`src/design/slink_pkg.sv`:
```
// Shared constants, frame codes and helpers for the supply fibre link
package slink_pkg;
  // Clock and carrier timing
  localparam int CLK_HZ        = 100_000_000;
  localparam int CARRIER_HZ    = 5_000_000;
  localparam int CLK_PERIOD_NS = 1_000_000_000 / CLK_HZ;
  localparam int HALF_CYC      = CLK_HZ / (2 * CARRIER_HZ);
  localparam int LONG_CYC      = (HALF_CYC * 3) / 2;
  localparam int LOSS_CYC      = HALF_CYC * 4;
  localparam int CONV_TIME_NS  = 20_000;
  localparam int CONV_CYC      = (CONV_TIME_NS + CLK_PERIOD_NS - 1) / CLK_PERIOD_NS;
  localparam int SYNC_LAT      = 2;
  // Frame layout
  localparam int FRAME_BITS  = 43;
  localparam int ID_W        = 8;
  localparam int DATA_W      = 16;
  localparam int RX_ID_LSB   = 33;
  localparam int RX_DATA_LSB = 17;
  localparam logic [7:0] UNUSED_BYTE = 8'h00;
  localparam logic [1:0] STOP_BITS   = 2'h3;
  localparam logic [7:0] CRC_POLY    = 8'hb3;
  // Request codes
  localparam logic [7:0] ID_SET_NOREAD = 8'h55;
  localparam logic [7:0] ID_SET_READ   = 8'h15;
  localparam logic [7:0] ID_CMD_NOREAD = 8'h4a;
  localparam logic [7:0] ID_CMD_READ   = 8'h0a;
  localparam logic [7:0] ID_READ_CMD   = 8'h00;
  localparam logic [7:0] ID_READ_STAT  = 8'h40;
  // Reply codes
  localparam logic [7:0] ID_RSP_CMD  = 8'h95;
  localparam logic [7:0] ID_RSP_SET  = 8'h8a;
  localparam logic [7:0] ID_RSP_STAT = 8'h93;
  localparam logic [7:0] ID_RSP_ADC [4] = '{8'h80, 8'h90, 8'ha0, 8'hb0};
  // Reply lengths in frames, and index of the first converter frame
  localparam logic [2:0] LEN_NONE = 3'h0;
  localparam logic [2:0] LEN_ECHO = 3'h1;
  localparam logic [2:0] LEN_CMD  = 3'h3;
  localparam logic [2:0] LEN_STAT = 3'h6;
  localparam logic [2:0] IDX_FIRST_ADC = 3'h2;
  // Command word fields
  localparam int CMD_ACT_LSB = 14;
  localparam int CMD_REV_BIT = 13;
  localparam logic [1:0] ACT_ON      = 2'h3;
  localparam logic [1:0] ACT_OFF     = 2'h0;
  localparam logic [1:0] ACT_STANDBY = 2'h1;
  localparam logic [1:0] ACT_RESET   = 2'h2;
  // Controller registers (byte addresses)
  localparam logic [7:0] REG_REQ     = 8'h00;
  localparam logic [7:0] REG_GO      = 8'h04;
  localparam logic [7:0] REG_STATUS  = 8'h08;
  localparam logic [7:0] REG_RX_BASE = 8'h10;
  localparam int RX_WORDS     = 6;
  localparam int REQ_DATA_LSB = 16;
  localparam int RX_ERR_BIT   = 16;
  localparam int RX_ID_POS    = 24;
  localparam int ST_BUSY      = 0;
  localparam int ST_CRC_ERR   = 1;
  localparam int ST_CARRIER   = 2;
  localparam int ST_TIMEOUT   = 3;
  localparam int ST_COUNT_LSB = 8;

  // MSB first CRC; leading zero bits leave the result unchanged
  function automatic logic [7:0] crc8(input logic [39:0] d);
    logic [7:0] c;
    c = 8'h00;
    for (int i = 39; i >= 0; i--)
    begin
      c = {c[6:0], 1'b0} ^ ((c[7] ^ d[i]) ? CRC_POLY : 8'h00);
    end
    return c;
  endfunction

  // Frames expected in the reply to a request, none for an unknown code
  function automatic logic [2:0] reply_len(input logic [7:0] id);
    case (id)
      ID_SET_NOREAD, ID_CMD_NOREAD:            return LEN_ECHO;
      ID_READ_CMD:                             return LEN_CMD;
      ID_SET_READ, ID_CMD_READ, ID_READ_STAT: return LEN_STAT;
      default:                                 return LEN_NONE;
    endcase
  endfunction
endpackage

```
`src/design/slink_if.sv`:
```
// Fibre pair between controller board and supply interface unit
`timescale 1ns/1ns
interface slink_if;
  logic c2d;
  logic d2c;
  modport unit (input c2d, output d2c);
  modport ctrl (output c2d, input d2c);
endinterface

```
`src/design/slink_codec.sv`:
```
// Bi-phase mark frame transmitter and receiver with CRC
`timescale 1ns/1ns
module slink_codec (
  // Clock and reset
  input  wire logic        pclk,
  input  wire logic        presetn,
  // Transmit request
  input  wire logic        tx_start,
  input  wire logic [7:0]  tx_id,
  input  wire logic [15:0] tx_data,
  output logic             tx_ready,
  // Received frame
  output logic             rx_valid,
  output logic [7:0]       rx_id,
  output logic [15:0]      rx_data,
  output logic             rx_crc_ok,
  output logic             carrier_ok,
  // Fibre
  output logic             line_out,
  input  wire logic        line_in
);
  logic [7:0]  hc_r, hc_nxt;
  logic        ph_r, ph_nxt, busy_r, busy_nxt, line_nxt, tick, cur;
  logic [5:0]  left_r, left_nxt;
  logic [42:0] sh_r, sh_nxt;
  logic        s1_r, s2_r, s3_r, pend_r, pend_nxt, rbusy_r, rbusy_nxt;
  logic        valid_nxt, ok_nxt, carrier_nxt, edge_seen, emit, bitv;
  logic [7:0]  ic_r, ic_nxt, id_nxt;
  logic [5:0]  rcnt_r, rcnt_nxt;
  logic [40:0] rsh_r, rsh_nxt;
  logic [15:0] data_nxt;

  assign tick     = hc_r == 8'(slink_pkg::HALF_CYC - 1);
  assign tx_ready = !busy_r && ph_r && !tick;
  assign cur      = busy_r ? sh_r[42] : 1'b1;

  // Transmit: toggle at every cell start, again mid cell for a one
  always_comb
  begin
    hc_nxt   = tick ? 8'h00 : hc_r + 8'h01;
    ph_nxt   = ph_r;
    busy_nxt = busy_r;
    left_nxt = left_r;
    sh_nxt   = sh_r;
    line_nxt = line_out;
    if (tx_start && tx_ready)
    begin
      sh_nxt   = {1'b0, tx_id, tx_data, slink_pkg::UNUSED_BYTE,
                  slink_pkg::crc8({slink_pkg::UNUSED_BYTE, tx_id, tx_data,
                                   slink_pkg::UNUSED_BYTE}),
                  slink_pkg::STOP_BITS};
      busy_nxt = 1'b1;
      left_nxt = 6'(slink_pkg::FRAME_BITS);
    end
    else if (tick)
    begin
      if (!ph_r)
      begin
        line_nxt = ~line_out;
        ph_nxt   = 1'b1;
      end
      else
      begin
        line_nxt = line_out ^ cur;
        ph_nxt   = 1'b0;
        if (busy_r)
        begin
          sh_nxt   = {sh_r[41:0], 1'b1};
          left_nxt = left_r - 6'h01;
          busy_nxt = left_r != 6'h01;
        end
      end
    end
  end

  always_ff @(posedge pclk or negedge presetn)
  begin
    if (!presetn)
    begin
      hc_r     <= 8'h00;
      ph_r     <= 1'b0;
      busy_r   <= 1'b0;
      left_r   <= 6'h00;
      sh_r     <= '0;
      line_out <= 1'b0;
    end
    else
    begin
      hc_r     <= hc_nxt;
      ph_r     <= ph_nxt;
      busy_r   <= busy_nxt;
      left_r   <= left_nxt;
      sh_r     <= sh_nxt;
      line_out <= line_nxt;
    end
  end

  // Receive: long gap is a zero, two short gaps a one
  assign edge_seen = s2_r ^ s3_r;

  always_comb
  begin
    ic_nxt      = edge_seen ? 8'h00 : ((ic_r == 8'hff) ? ic_r : ic_r + 8'h01);
    carrier_nxt = ic_r < 8'(slink_pkg::LOSS_CYC);
    pend_nxt    = pend_r;
    emit        = 1'b0;
    bitv        = 1'b0;
    rbusy_nxt   = rbusy_r;
    rcnt_nxt    = rcnt_r;
    rsh_nxt     = rsh_r;
    valid_nxt   = 1'b0;
    id_nxt      = rx_id;
    data_nxt    = rx_data;
    ok_nxt      = rx_crc_ok;
    if (edge_seen)
    begin
      if (ic_r >= 8'(slink_pkg::LONG_CYC - 1))
      begin
        emit     = 1'b1;
        pend_nxt = 1'b0;
      end
      else
      begin
        emit     = pend_r;
        bitv     = 1'b1;
        pend_nxt = !pend_r;
      end
    end
    // First edge after silence is no start bit
    if (emit && !rbusy_r && !bitv && carrier_ok)
    begin
      rbusy_nxt = 1'b1;
      rcnt_nxt  = 6'h00;
    end
    else if (emit && rbusy_r)
    begin
      rsh_nxt  = {rsh_r[39:0], bitv};
      rcnt_nxt = rcnt_r + 6'h01;
      if (rcnt_r == 6'(slink_pkg::FRAME_BITS - 2))
      begin
        rbusy_nxt = 1'b0;
        valid_nxt = 1'b1;
        id_nxt    = rsh_r[slink_pkg::RX_ID_LSB +: slink_pkg::ID_W];
        data_nxt  = rsh_r[slink_pkg::RX_DATA_LSB +: slink_pkg::DATA_W];
        ok_nxt    = (slink_pkg::crc8(rsh_r[40:1]) == 8'h00) && rsh_r[0] && bitv;
      end
    end
  end

  always_ff @(posedge pclk or negedge presetn)
  begin
    if (!presetn)
    begin
      s1_r       <= 1'b0;
      s2_r       <= 1'b0;
      s3_r       <= 1'b0;
      ic_r       <= 8'hff;
      carrier_ok <= 1'b0;
      pend_r     <= 1'b0;
      rbusy_r    <= 1'b0;
      rcnt_r     <= 6'h00;
      rsh_r      <= '0;
      rx_valid   <= 1'b0;
      rx_id      <= 8'h00;
      rx_data    <= 16'h0000;
      rx_crc_ok  <= 1'b0;
    end
    else
    begin
      s1_r       <= line_in;
      s2_r       <= s1_r;
      s3_r       <= s2_r;
      ic_r       <= ic_nxt;
      carrier_ok <= carrier_nxt;
      pend_r     <= pend_nxt;
      rbusy_r    <= rbusy_nxt;
      rcnt_r     <= rcnt_nxt;
      rsh_r      <= rsh_nxt;
      rx_valid   <= valid_nxt;
      rx_id      <= id_nxt;
      rx_data    <= data_nxt;
      rx_crc_ok  <= ok_nxt;
    end
  end
endmodule

```
`src/design/supply_interface_unit.sv`:
```
// Supply interface unit end: decodes requests, drives supply, sends replies
// Operation
// - Bi-phase mark on continuous 5 MHz carrier
// - Idle line sends ones; zero starts frame
// - Start, id, data, zeros, CRC, two stops
// - CRC polynomial x8+x7+x5+x4+x+1 checked
// - Same frame layout in both directions
// - Controller opens exchange with one request
// - Code 55 loads setpoint, echo only
// - Code 15 loads setpoint, converts, full reading
// - Code 4A applies command, echo only
// - Code 0A applies command, converts, full reading
// - Code 00 returns echo, command, setpoint
// - Code 40 converts and returns full reading
// - Reading: echo, status, four converter results
// - Echo repeats request, always sent first
// - Conversion starts only on reading requests
// - Command bits 15:14 select supply action
// - Command bit 13 requests reverse polarity
// - Status bits 15:12 report supply state
// - Status bits 11:0 report fault flags
// - Wait conversion time before replying
//
// Local design decisions: the APB interface to the registers and the register offsets.
`timescale 1ns/1ns
module supply_interface_unit (
  // Clock and reset
  input  wire logic        pclk,
  input  wire logic        presetn,
  // Fibre pair
  slink_if.unit            link,
  // Supply state pins
  input  wire logic        on_ind,
  input  wire logic        ctrl_off_ind,
  input  wire logic        standby_ind,
  input  wire logic        reverse_ind,
  input  wire logic [11:0] fault_ind,
  // Converters
  input  wire logic [15:0] adc_a,
  input  wire logic [15:0] adc_b,
  input  wire logic [15:0] adc_c,
  input  wire logic [15:0] adc_d,
  output logic             conv_start,
  output logic [15:0]      dac_value,
  // Command outputs
  output logic [15:0]      cmd_word,
  output logic             cmd_on,
  output logic             cmd_off,
  output logic             cmd_standby,
  output logic             cmd_reset,
  output logic             cmd_reverse,
  // Link health
  output logic             carrier_ok
);
  typedef enum logic [2:0] {
    S_IDLE = 3'b001,
    S_CONV = 3'b010,
    S_SEND = 3'b100
  } unit_state_t;

  localparam logic [11:0] CONV_END = 12'(slink_pkg::CONV_CYC + slink_pkg::SYNC_LAT - 1);

  unit_state_t state_r, state_nxt;
  logic [79:0] sa_r, sb_r;
  logic [7:0]  req_id_r, req_id_nxt;
  logic [15:0] req_data_r, req_data_nxt;
  logic [2:0]  len_r, len_nxt, idx_r, idx_nxt, len_rx;
  logic [11:0] cnt_r, cnt_nxt;
  logic [15:0] status_r, status_nxt;
  logic [15:0] adc_r [4];
  logic [15:0] adc_nxt [4];
  logic [15:0] dac_nxt, cmd_nxt;
  logic        on_nxt, off_nxt, stb_nxt, rst_nxt, rev_nxt, conv_nxt;
  logic        tx_start, tx_ready, rx_valid, rx_crc_ok;
  logic [7:0]  rx_id, tx_id;
  logic [15:0] rx_data, tx_data;
  logic [1:0]  act;

  slink_codec codec (
    .pclk       (pclk),
    .presetn    (presetn),
    .tx_start   (tx_start),
    .tx_id      (tx_id),
    .tx_data    (tx_data),
    .tx_ready   (tx_ready),
    .rx_valid   (rx_valid),
    .rx_id      (rx_id),
    .rx_data    (rx_data),
    .rx_crc_ok  (rx_crc_ok),
    .carrier_ok (carrier_ok),
    .line_out   (link.d2c),
    .line_in    (link.c2d)
  );

  // Pins from the supply and converters are asynchronous to pclk
  always_ff @(posedge pclk or negedge presetn)
  begin
    if (!presetn)
    begin
      sa_r <= '0;
      sb_r <= '0;
    end
    else
    begin
      sa_r <= {on_ind, ctrl_off_ind, standby_ind, reverse_ind, fault_ind,
               adc_a, adc_b, adc_c, adc_d};
      sb_r <= sa_r;
    end
  end

  assign len_rx = slink_pkg::reply_len(rx_id);
  assign act    = rx_data[slink_pkg::CMD_ACT_LSB +: 2];

  // Reply frame selection
  always_comb
  begin
    tx_id   = req_id_r;
    tx_data = req_data_r;
    if (idx_r != 3'h0 && req_id_r == slink_pkg::ID_READ_CMD)
    begin
      tx_id   = (idx_r == 3'h1) ? slink_pkg::ID_RSP_CMD : slink_pkg::ID_RSP_SET;
      tx_data = (idx_r == 3'h1) ? cmd_word : dac_value;
    end
    else if (idx_r == 3'h1)
    begin
      tx_id   = slink_pkg::ID_RSP_STAT;
      tx_data = status_r;
    end
    else if (idx_r != 3'h0)
    begin
      tx_id   = slink_pkg::ID_RSP_ADC[2'(idx_r - slink_pkg::IDX_FIRST_ADC)];
      tx_data = adc_r[2'(idx_r - slink_pkg::IDX_FIRST_ADC)];
    end
  end

  assign tx_start = (state_r == S_SEND) && tx_ready;

  // Request handling and reply sequencing
  always_comb
  begin
    state_nxt    = state_r;
    req_id_nxt   = req_id_r;
    req_data_nxt = req_data_r;
    len_nxt      = len_r;
    idx_nxt      = idx_r;
    cnt_nxt      = cnt_r;
    status_nxt   = status_r;
    adc_nxt      = adc_r;
    dac_nxt      = dac_value;
    cmd_nxt      = cmd_word;
    on_nxt       = cmd_on;
    off_nxt      = cmd_off;
    stb_nxt      = cmd_standby;
    rst_nxt      = cmd_reset;
    rev_nxt      = cmd_reverse;
    conv_nxt     = 1'b0;
    case (state_r)
      S_IDLE:
      begin
        if (rx_valid && rx_crc_ok && len_rx != slink_pkg::LEN_NONE)
        begin
          req_id_nxt   = rx_id;
          req_data_nxt = rx_data;
          len_nxt      = len_rx;
          idx_nxt      = 3'h0;
          if (rx_id == slink_pkg::ID_SET_NOREAD || rx_id == slink_pkg::ID_SET_READ)
          begin
            dac_nxt = rx_data;
          end
          if (rx_id == slink_pkg::ID_CMD_NOREAD || rx_id == slink_pkg::ID_CMD_READ)
          begin
            cmd_nxt = rx_data;
            on_nxt  = act == slink_pkg::ACT_ON;
            off_nxt = act == slink_pkg::ACT_OFF;
            stb_nxt = act == slink_pkg::ACT_STANDBY;
            rst_nxt = act == slink_pkg::ACT_RESET;
            rev_nxt = rx_data[slink_pkg::CMD_REV_BIT];
          end
          if (len_rx == slink_pkg::LEN_STAT)
          begin
            conv_nxt  = 1'b1;
            cnt_nxt   = 12'h000;
            state_nxt = S_CONV;
          end
          else
          begin
            state_nxt = S_SEND;
          end
        end
      end
      S_CONV:
      begin
        cnt_nxt = cnt_r + 12'h001;
        if (cnt_r == CONV_END)
        begin
          status_nxt = sb_r[79:64];
          adc_nxt[0] = sb_r[63:48];
          adc_nxt[1] = sb_r[47:32];
          adc_nxt[2] = sb_r[31:16];
          adc_nxt[3] = sb_r[15:0];
          state_nxt  = S_SEND;
        end
      end
      S_SEND:
      begin
        if (tx_ready)
        begin
          idx_nxt = idx_r + 3'h1;
          if (idx_r == len_r - 3'h1)
          begin
            state_nxt = S_IDLE;
          end
        end
      end
      default:
      begin
        state_nxt = S_IDLE;
      end
    endcase
  end

  always_ff @(posedge pclk or negedge presetn)
  begin
    if (!presetn)
    begin
      state_r     <= S_IDLE;
      req_id_r    <= 8'h00;
      req_data_r  <= 16'h0000;
      len_r       <= 3'h0;
      idx_r       <= 3'h0;
      cnt_r       <= 12'h000;
      status_r    <= 16'h0000;
      adc_r       <= '{default: 16'h0000};
      dac_value   <= 16'h0000;
      cmd_word    <= 16'h0000;
      cmd_on      <= 1'b0;
      cmd_off     <= 1'b0;
      cmd_standby <= 1'b0;
      cmd_reset   <= 1'b0;
      cmd_reverse <= 1'b0;
      conv_start  <= 1'b0;
    end
    else
    begin
      state_r     <= state_nxt;
      req_id_r    <= req_id_nxt;
      req_data_r  <= req_data_nxt;
      len_r       <= len_nxt;
      idx_r       <= idx_nxt;
      cnt_r       <= cnt_nxt;
      status_r    <= status_nxt;
      adc_r       <= adc_nxt;
      dac_value   <= dac_nxt;
      cmd_word    <= cmd_nxt;
      cmd_on      <= on_nxt;
      cmd_off     <= off_nxt;
      cmd_standby <= stb_nxt;
      cmd_reset   <= rst_nxt;
      cmd_reverse <= rev_nxt;
      conv_start  <= conv_nxt;
    end
  end
endmodule

```
`src/flat_wrapper.sv`:
```
// flat-port wrapper written by rule: the top's interface ports become plain ports
module supply_interface_unit_flat 
  (pclk, presetn, on_ind, ctrl_off_ind, standby_ind, reverse_ind, fault_ind, adc_a, adc_b, adc_c, adc_d, conv_start, dac_value, cmd_word, cmd_on, cmd_off, cmd_standby, cmd_reset, cmd_reverse, carrier_ok, link_c2d, link_d2c);
  slink_if link_i ();
  input  wire logic pclk;
  input  wire logic presetn;
  input  wire logic on_ind;
  input  wire logic ctrl_off_ind;
  input  wire logic standby_ind;
  input  wire logic reverse_ind;
  input  wire logic [11:0] fault_ind;
  input  wire logic [15:0] adc_a;
  input  wire logic [15:0] adc_b;
  input  wire logic [15:0] adc_c;
  input  wire logic [15:0] adc_d;
  output logic conv_start;
  output logic [15:0] dac_value;
  output logic [15:0] cmd_word;
  output logic cmd_on;
  output logic cmd_off;
  output logic cmd_standby;
  output logic cmd_reset;
  output logic cmd_reverse;
  output logic carrier_ok;
  input wire logic [$bits(link_i.c2d)-1:0] link_c2d;
  output wire logic [$bits(link_i.d2c)-1:0] link_d2c;
  assign link_i.c2d = link_c2d;
  assign link_d2c = link_i.d2c;
  supply_interface_unit u_core (.pclk(pclk), .presetn(presetn), .link(link_i), .on_ind(on_ind), .ctrl_off_ind(ctrl_off_ind), .standby_ind(standby_ind), .reverse_ind(reverse_ind), .fault_ind(fault_ind), .adc_a(adc_a), .adc_b(adc_b), .adc_c(adc_c), .adc_d(adc_d), .conv_start(conv_start), .dac_value(dac_value), .cmd_word(cmd_word), .cmd_on(cmd_on), .cmd_off(cmd_off), .cmd_standby(cmd_standby), .cmd_reset(cmd_reset), .cmd_reverse(cmd_reverse), .carrier_ok(carrier_ok));
endmodule
```
`config.mk`:
```
export PLATFORM = sky130hd
export DESIGN_NAME = supply_interface_unit_flat
export DESIGN_NICKNAME = d
export VERILOG_FILES = /design/src/design/slink_pkg.sv /design/src/design/slink_if.sv /design/src/design/slink_codec.sv /design/src/design/supply_interface_unit.sv /design/src/flat_wrapper.sv
export SDC_FILE = /design/constraint.sdc
export NUM_CORES = 1
export LEC_CHECK = 0
export BUFFER_PORTS_ARGS = -buffer_cell sky130_fd_sc_hd__buf_4
export CAP_MARGIN = 20
export CORE_MARGIN = 3
export CORE_UTILIZATION = 46
export CTS_BUF_LIST = sky130_fd_sc_hd__clkbuf_2 sky130_fd_sc_hd__clkbuf_4 sky130_fd_sc_hd__clkbuf_8
export DETAILED_ROUTE_END_ITERATION = 10
export SYNTH_ARGS = -nofsm -noshare
export SYNTH_HDL_FRONTEND = slang
export SYNTH_HIERARCHICAL = 1
export SYNTH_SLANG_ARGS = --single-unit
```
`constraint.sdc`:
```
create_clock -name pclk -period 6.7 [get_ports pclk]
set_clock_uncertainty 0.05 [all_clocks]
set_input_delay 1.34 -clock pclk [delete_from_list [all_inputs] [get_ports pclk]]
set_output_delay 1.34 -clock pclk [all_outputs]
set_load 0.005 [all_outputs]
```
======== Word level (Yosys, flattened, before mapping) ========
Cells that the tools add are included.
cells by class
  add/subtract/negate cells ............... 8
  magnitude comparators ................... 3
  eq/ne operators ......................... 25
  multiplexer cells ....................... 133
  bitwise gates (word level) .............. 138
  reduce and logical (&&, ||, !) cells .... 48
operator list
  kind                     number
  $mux W8                  80
  $xor A8 B8 Y8            70
  $mux W43                 4
  $mux W16                 6
  $xor A1 B1 Y1            64
  $mux W6                  6
  $bmux W16 S2             1
  $eq A8 B7 Y1 const B     3
  $logic_not A8 Y1         3
  $mux W12                 2
  $pmux W12 S2             1
  $mux W1                  21
  $mux W3                  7
  $pmux W3 S3              2
  $reduce_and A3 Y1        6
  $add A8 B1 Y8 const B    2
  $bmux W8 S2              1
  $eq A8 B4 Y1 const B     2
  $reduce_bool A2 Y1       7
  $logic_and A1 B1 Y1      13
  $add A12 B1 Y12 const B  1
  $eq A12 B11 Y1 const B   1
  $reduce_and A2 Y1        6
  $eq A8 B5 Y1 const B     1
  30 further kinds         45
word-level totals
  flip-flop bits (word level) ............. 470
  input bits .............................. 83
  output and inout bits ................... 40
  logic and storage cells ................. 395

======== Logic depth before layout (Yosys ltp) ========
  depth in word-level cells ............... 121
  mapped depth ............................ 18
  mapped depth without buffers ............ 15

======== Modules after synthesis ========
The synthesis kept the hierarchy.
by module, submodules not included
  module                 times used  cells each  area an instance (um2)  seq. area each (um2)
  supply_interface_unit  1           731         11543.6                 8059.0
  slink_codec            1           664         7548.5                  3688.5

======== Worst setup path before layout ========
OpenSTA, ideal clock, no wires.
  path kind ............................... reg2reg
  from .................................... reg u_core.idx_r[0]
  to ...................................... reg u_core.codec.sh_r[9]
  arrival time ............................ 5023 ps
  data required time ...................... 6573 ps
  slack ................................... 1551 ps
  stages on the path, launching flop included .. 17
  path buffers ............................ 3
  clock period less this slack ............ 5149 ps
  path through ............................ dfrtp_1 buf_2 buf_1 inv_1 ha_1 nand2b_1 and4_1 clkbuf_1 mux4_2 xnor2_2 xnor2_1 xnor2_2 xnor3_2 xnor2_4 xnor3_2 xnor3_1 o21ai_1
between the ends
  elaborated cells on any way between the ends .. 106
  classes of those cells .................. 1 x add/sub; 1 x eq/ne; 47 x mux; 55 x bitwise; 2 x reduce/logical
RTL lines
  what                                         line                          text
  start: declaration                           supply_interface_unit.sv:67   logic [2:0] len_r, len_nxt, idx_r, idx_nxt, len_rx;
  start signal: assignment                     supply_interface_unit.sv:249  idx_r <= idx_nxt;
  $sub A2 B2 Y2                                supply_interface_unit.sv:132  tx_data = adc_r[2'(idx_r - slink_pkg::IDX_FIRST_ADC)];
  $not A2 Y3 (not written as such)             supply_interface_unit.sv:132
  $bmux W16 S2                                 supply_interface_unit.sv:132
  $mux W16 (not written as such) (2 in a row)  supply_interface_unit.sv:132
  $mux W16                                     supply_interface_unit.sv:129  else if (idx_r != 3'h0)
  $mux W16                                     supply_interface_unit.sv:124  else if (idx_r == 3'h1)
  $mux W16 *                                   supply_interface_unit.sv:119  if (idx_r != 3'h0 && req_id_r == slink_pkg::ID_READ_CMD)
  via u_core.tx_data[14]                       supply_interface_unit.sv:76   logic [15:0] rx_data, tx_data;
  (+54 left out)                               n/a
  $xor A8 B8 Y8 *                              slink_pkg.sv:68               c = {c[6:0], 1'b0} ^ ((c[7] ^ d[i]) ? CRC_POLY : 8'h00);
  $mux W8                                      slink_pkg.sv:68
  $xor A8 B8 Y8 *                              slink_pkg.sv:68
  $mux W8                                      slink_pkg.sv:68
  $xor A8 B8 Y8 *                              slink_pkg.sv:68
  $mux W8                                      slink_pkg.sv:68
  $xor A8 B8 Y8 *                              slink_pkg.sv:68
  $mux W43 *                                   slink_codec.sv:46             if (tx_start && tx_ready)
  end signal: assignment                       slink_codec.sv:93             sh_r <= sh_nxt;
  end: declaration                             slink_codec.sv:25             logic [42:0] sh_r, sh_nxt;
The timed path passes the listed nets; every way through them passes the cells marked *. The select of a mux whose other input is x is not followed.
A chain may end at the register's enable or synchronous reset.

======== Worst setup path in the final report ========
  from .................................... reg u_core.idx_r[1]
  to ...................................... reg u_core.codec.sh_r[9]
between the ends
  elaborated cells on any way between the ends .. 106
  classes of those cells .................. 1 x add/sub; 1 x eq/ne; 47 x mux; 55 x bitwise; 2 x reduce/logical
RTL lines
  what                                        line                          text
  $sub A2 B2 Y2                               supply_interface_unit.sv:131  tx_id = slink_pkg::ID_RSP_ADC[2'(idx_r - slink_pkg::IDX_FIRST_ADC)];
  $not A2 Y3 (not written as such)            supply_interface_unit.sv:131
  $bmux W8 S2                                 supply_interface_unit.sv:131
  $mux W8 (not written as such) (2 in a row)  supply_interface_unit.sv:131
  $mux W8                                     supply_interface_unit.sv:129
  $mux W8                                     supply_interface_unit.sv:124
  $mux W8 *                                   supply_interface_unit.sv:119
  via u_core.tx_id[5]                         supply_interface_unit.sv:75   logic [7:0] rx_id, tx_id;
  (+75 left out)                              n/a
  $xor A8 B8 Y8 *                             slink_pkg.sv:68
  $mux W8                                     slink_pkg.sv:68
  $xor A8 B8 Y8 *                             slink_pkg.sv:68
  $mux W8                                     slink_pkg.sv:68
  $xor A8 B8 Y8 *                             slink_pkg.sv:68
  $mux W8                                     slink_pkg.sv:68
  $xor A8 B8 Y8 *                             slink_pkg.sv:68
  $mux W43 *                                  slink_codec.sv:46
Marked as above.

==> results.md <==
- Status: finished clean
- Synth Register Bits: 469
- Ys async rst share: 1.00
- Buffers on Ports: 122
- Via Count: 11000
- # diodes: 0
- Peak VDD IR: 0.165 mV
- FMAX: 204 MHz
- Hold buffers post-CTS: 0
- Tcrit/Tclk final: 0.733
- DRC: 0
- Die X: 210 µm
- Initial antenna violation count: 0
- # nets final: 1651
- Core footprint: 40900 µm²
- Slew @ Worst Pin: 1.07 ns
- R2r setup slk: 1.79 ns
- Clk sink count: 469
- Final Critical Period: 4.91 ns
- Worst-path clk slew: 0.06 ns
- CP Max Fanout: 21
- Synth cell types: 55
- Post-route ant nets: 0
- Die Ht: 210 µm
- CTS Buffer Depth: 3
- Power Dens Cells: 256 nW/µm²
- Via/cell ratio: 5.12
- Syn Nets: 1491
- Die area: 44000 µm²
- Boundary Pins: 123
- Cells after Synth: 1395
- GRT Resource Usage Total: 0.182
- Setup TNS: 0 ns
- Num rows: 74
- Final Cell Area: 22400 µm²
- Worst skew pair latency: 0.63 ns
- Final setup viols: 0
- Synth Warn #: 6
- Remaining Overflow, GRT: 0
- DP HPWL: 25.8 mm
- Iteration-0 DRC Markers: 730
- CP startpoint kind: flip-flop
- Critical Path RT: 7.20 ns
- First-pass GRT wire length: 63.1 mm
- Syn-to-layout area delta: 17.2%
- Largest net degree at the start of global routing: 164
- RSZ-0062 raised after global routing: no
- Setup CP Type: flip-flop to flip-flop
- Number of synthesized flops with an enable pin: 0
- Routed wire per std cell: 17.9 µm
- DP Area: 20600 µm²
- CP endpoint kind: flip-flop
- Postcts setup bufs: 0
- Final core occ: 0.547
- Cell Area, Synth: 19100 µm²
- Hold Crit Class: flip-flop to flip-flop
- Max_cap viols: 0
- Layout Cells excl Fill: 2150
- Placed Cells: 2006
- Routability cong.: 0.861
- Syn_area_per_cell: 13.7 µm²
- Share of cells above drive strength 1: 0.334
- DRT Pass-1 Iters: 5
- CTS HTree Levels: 3
- Worst slew margin: 0.284
- Slew Limit Fails: 0
- CTS buffer count: 79
- Post-CTS sizing: 0
- Vias in the first global route: 11400
- Number of hold violations in the final report: 0
- Initial core utilization: 0.467
- CTS tree: built
- Total Wirelength: 38.5 mm
- Ys flop type: dfrtp_1
- Worst Path Arrival: 5.41 ns
- Seq/Total Area, Yosys: 0.615
- Cell leakage power: 10.9 nW
- Root Buffer Master: clkbuf_8
[critical path: stages (launching register included)]
cell and delay, ns:
dfrtp_1 0.32, buf_4 0.31, inv_1 0.11, ha_1 0.28
nand2_1 0.64, nand2_1 0.20, a211oi_1 0.58, xnor2_1 0.17
xnor2_1 0.18, xnor2_2 0.28, xnor3_2 0.47, xnor2_4 0.27
xnor3_2 0.50, xnor3_1 0.34, o21ai_1 0.11
[final timing paths]
path                                                       to  cells after the start                        start
min reg2reg                          u_core/sb_r[1]$_DFF_PN0_                      0     u_core/sa_r[1]$_DFF_PN0_
min                                  u_core/sb_r[1]$_DFF_PN0_                      0     u_core/sa_r[1]$_DFF_PN0_
max                          u_core/codec/sh_r[9]$_DFFE_PN0P_                     14  u_core/idx_r[1]$_DFFE_PN0P_
max reg2reg                  u_core/codec/sh_r[9]$_DFFE_PN0P_                     14  u_core/idx_r[1]$_DFFE_PN0P_
min in group asynchronous  u_core/codec/left_r[2]$_DFFE_PN0P_                      1                      presetn
max in group asynchronous   u_core/codec/rsh_r[4]$_DFFE_PN0P_                      2                      presetn
[where the power goes]
part           total, W  switching, W  internal, W
Clock           0.00270       0.00112      0.00158
Combinational  0.000104     0.0000653    0.0000382
Sequential      0.00291     0.0000208      0.00289
[placed cells by master, fill, tap and decap left out, types with 3 or more instances in the layout]
| master | netlist | layout |
|---|---|---|
| a211oi_1 | 5 | 5 |
| a21oi_1 | 26 | 26 |
| a31oi_1 | 35 | 35 |
| and2_1 | 5 | 5 |
| and3_1 | 10 | 10 |
| and4b_1 | 3 | 3 |
| buf_4 | 1 | 138 |
| clkbuf_4 | 0 | 27 |
| clkbuf_8 | 0 | 103 |
| clkinv_2 | 0 | 7 |
| clkinv_8 | 0 | 4 |
| dfrtp_1 | 460 | 460 |
| dfstp_2 | 9 | 9 |
| ha_1 | 13 | 13 |
| inv_1 | 18 | 18 |
| mux2_2 | 186 | 186 |
| mux2_4 | 7 | 7 |
| mux2i_1 | 4 | 4 |
| mux4_2 | 32 | 32 |
| nand2_1 | 178 | 177 |
| nand2b_1 | 3 | 3 |
| nand3_1 | 22 | 22 |
| nand4_1 | 6 | 6 |
| nor2_1 | 72 | 70 |
| nor3_1 | 10 | 10 |
| nor3b_1 | 5 | 5 |
| nor4_1 | 6 | 5 |
| o21ai_0 | 20 | 20 |
| o31ai_1 | 7 | 7 |
| or3_1 | 3 | 3 |
| or4_1 | 7 | 7 |
| xnor2_1 | 93 | 93 |
| xnor2_2 | 8 | 8 |
| xnor3_1 | 13 | 13 |
| xnor3_2 | 4 | 4 |
| xor2_1 | 37 | 37 |
[cells in the mapped netlist, types with 18 or more instances]
library cell / n / area, µm²
a21oi_1: 26 / 130
a31oi_1: 35 / 219
clkbuf_1: 50 / 188
dfrtp_1: 460 / 11500
inv_1: 18 / 67.6
mux2_2: 186 / 2090
mux4_2: 32 / 721
nand2_1: 178 / 668
nand3_1: 22 / 110
nor2_1: 72 / 270
o21ai_0: 20 / 100
xnor2_1: 93 / 815
xor2_1: 37 / 324
[final cells by class]
type | instances | area [µm²]
clock buffers | 130 | 1620
clock inverters | 14 | 146
fillers | 3469 | 18500
inverters | 18 | 67.6
multi-input cells | 846 | 7040
flip-flops and latches | 469 | 11700
well taps | 532 | 666
repair buffers | 141 | 1090
[logic make-up (layout without fill, tap and decap cells)]
family | after synthesis | in the layout | share of synthesized area
compound gates | 107 | 107 | 0.0341
xor+xnor | 159 | 159 | 0.0917
fa+ha+maj | 13 | 13 | 0.00852
buf+inv | 80 | 303 | 0.0170
flops | 469 | 469 | 0.615
mux | 229 | 229 | 0.155
simple gates | 338 | 338 | 0.0782
[metal layers]
metal	GRT usage	vias to the layer above	routed length (µm)
li1	-	5147	-
met1	0.264	5540	18100
met2	0.271	254	17300
met3	0.0465	61	2290
met4	0.0575	0	829
met5	0	-	0
[flip-flops by register name, indices dropped and copies added, names as in the netlist, 3 cells and up]
name and flops:
u_core/codec/hc_r 8, u_core/codec/rcnt_r 6, u_core/req_data_r 16, u_core/codec/ic_r 8, u_core/codec/rx_data 16, u_core/codec/rsh_r 41
u_core/len_r 3, u_core/codec/rx_id 8, u_core/req_id_r 8, u_core/codec/left_r 6, u_core/sb_r 80, u_core/cnt_r 12
u_core/state_r 3, u_core/sa_r 80, u_core/status_r 16, u_core/dac_value 16, u_core/adc_r 64, u_core/cmd_word 16
u_core/idx_r 3, u_core/codec/sh_r 43
[through the flow]
step	hold slack, ns	power [W]	setup slack, ns
global placement	0.283	0.00307	1.92
CTS	0.296	0.00583	1.77
global route	0.293	0.00597	1.50
floorplan	0.281	0.00296	1.55
finish	0.294	0.00572	1.79
detailed placement	0.285	0.00307	1.82
No activity file was read; power rests on OpenSTA's default activity.
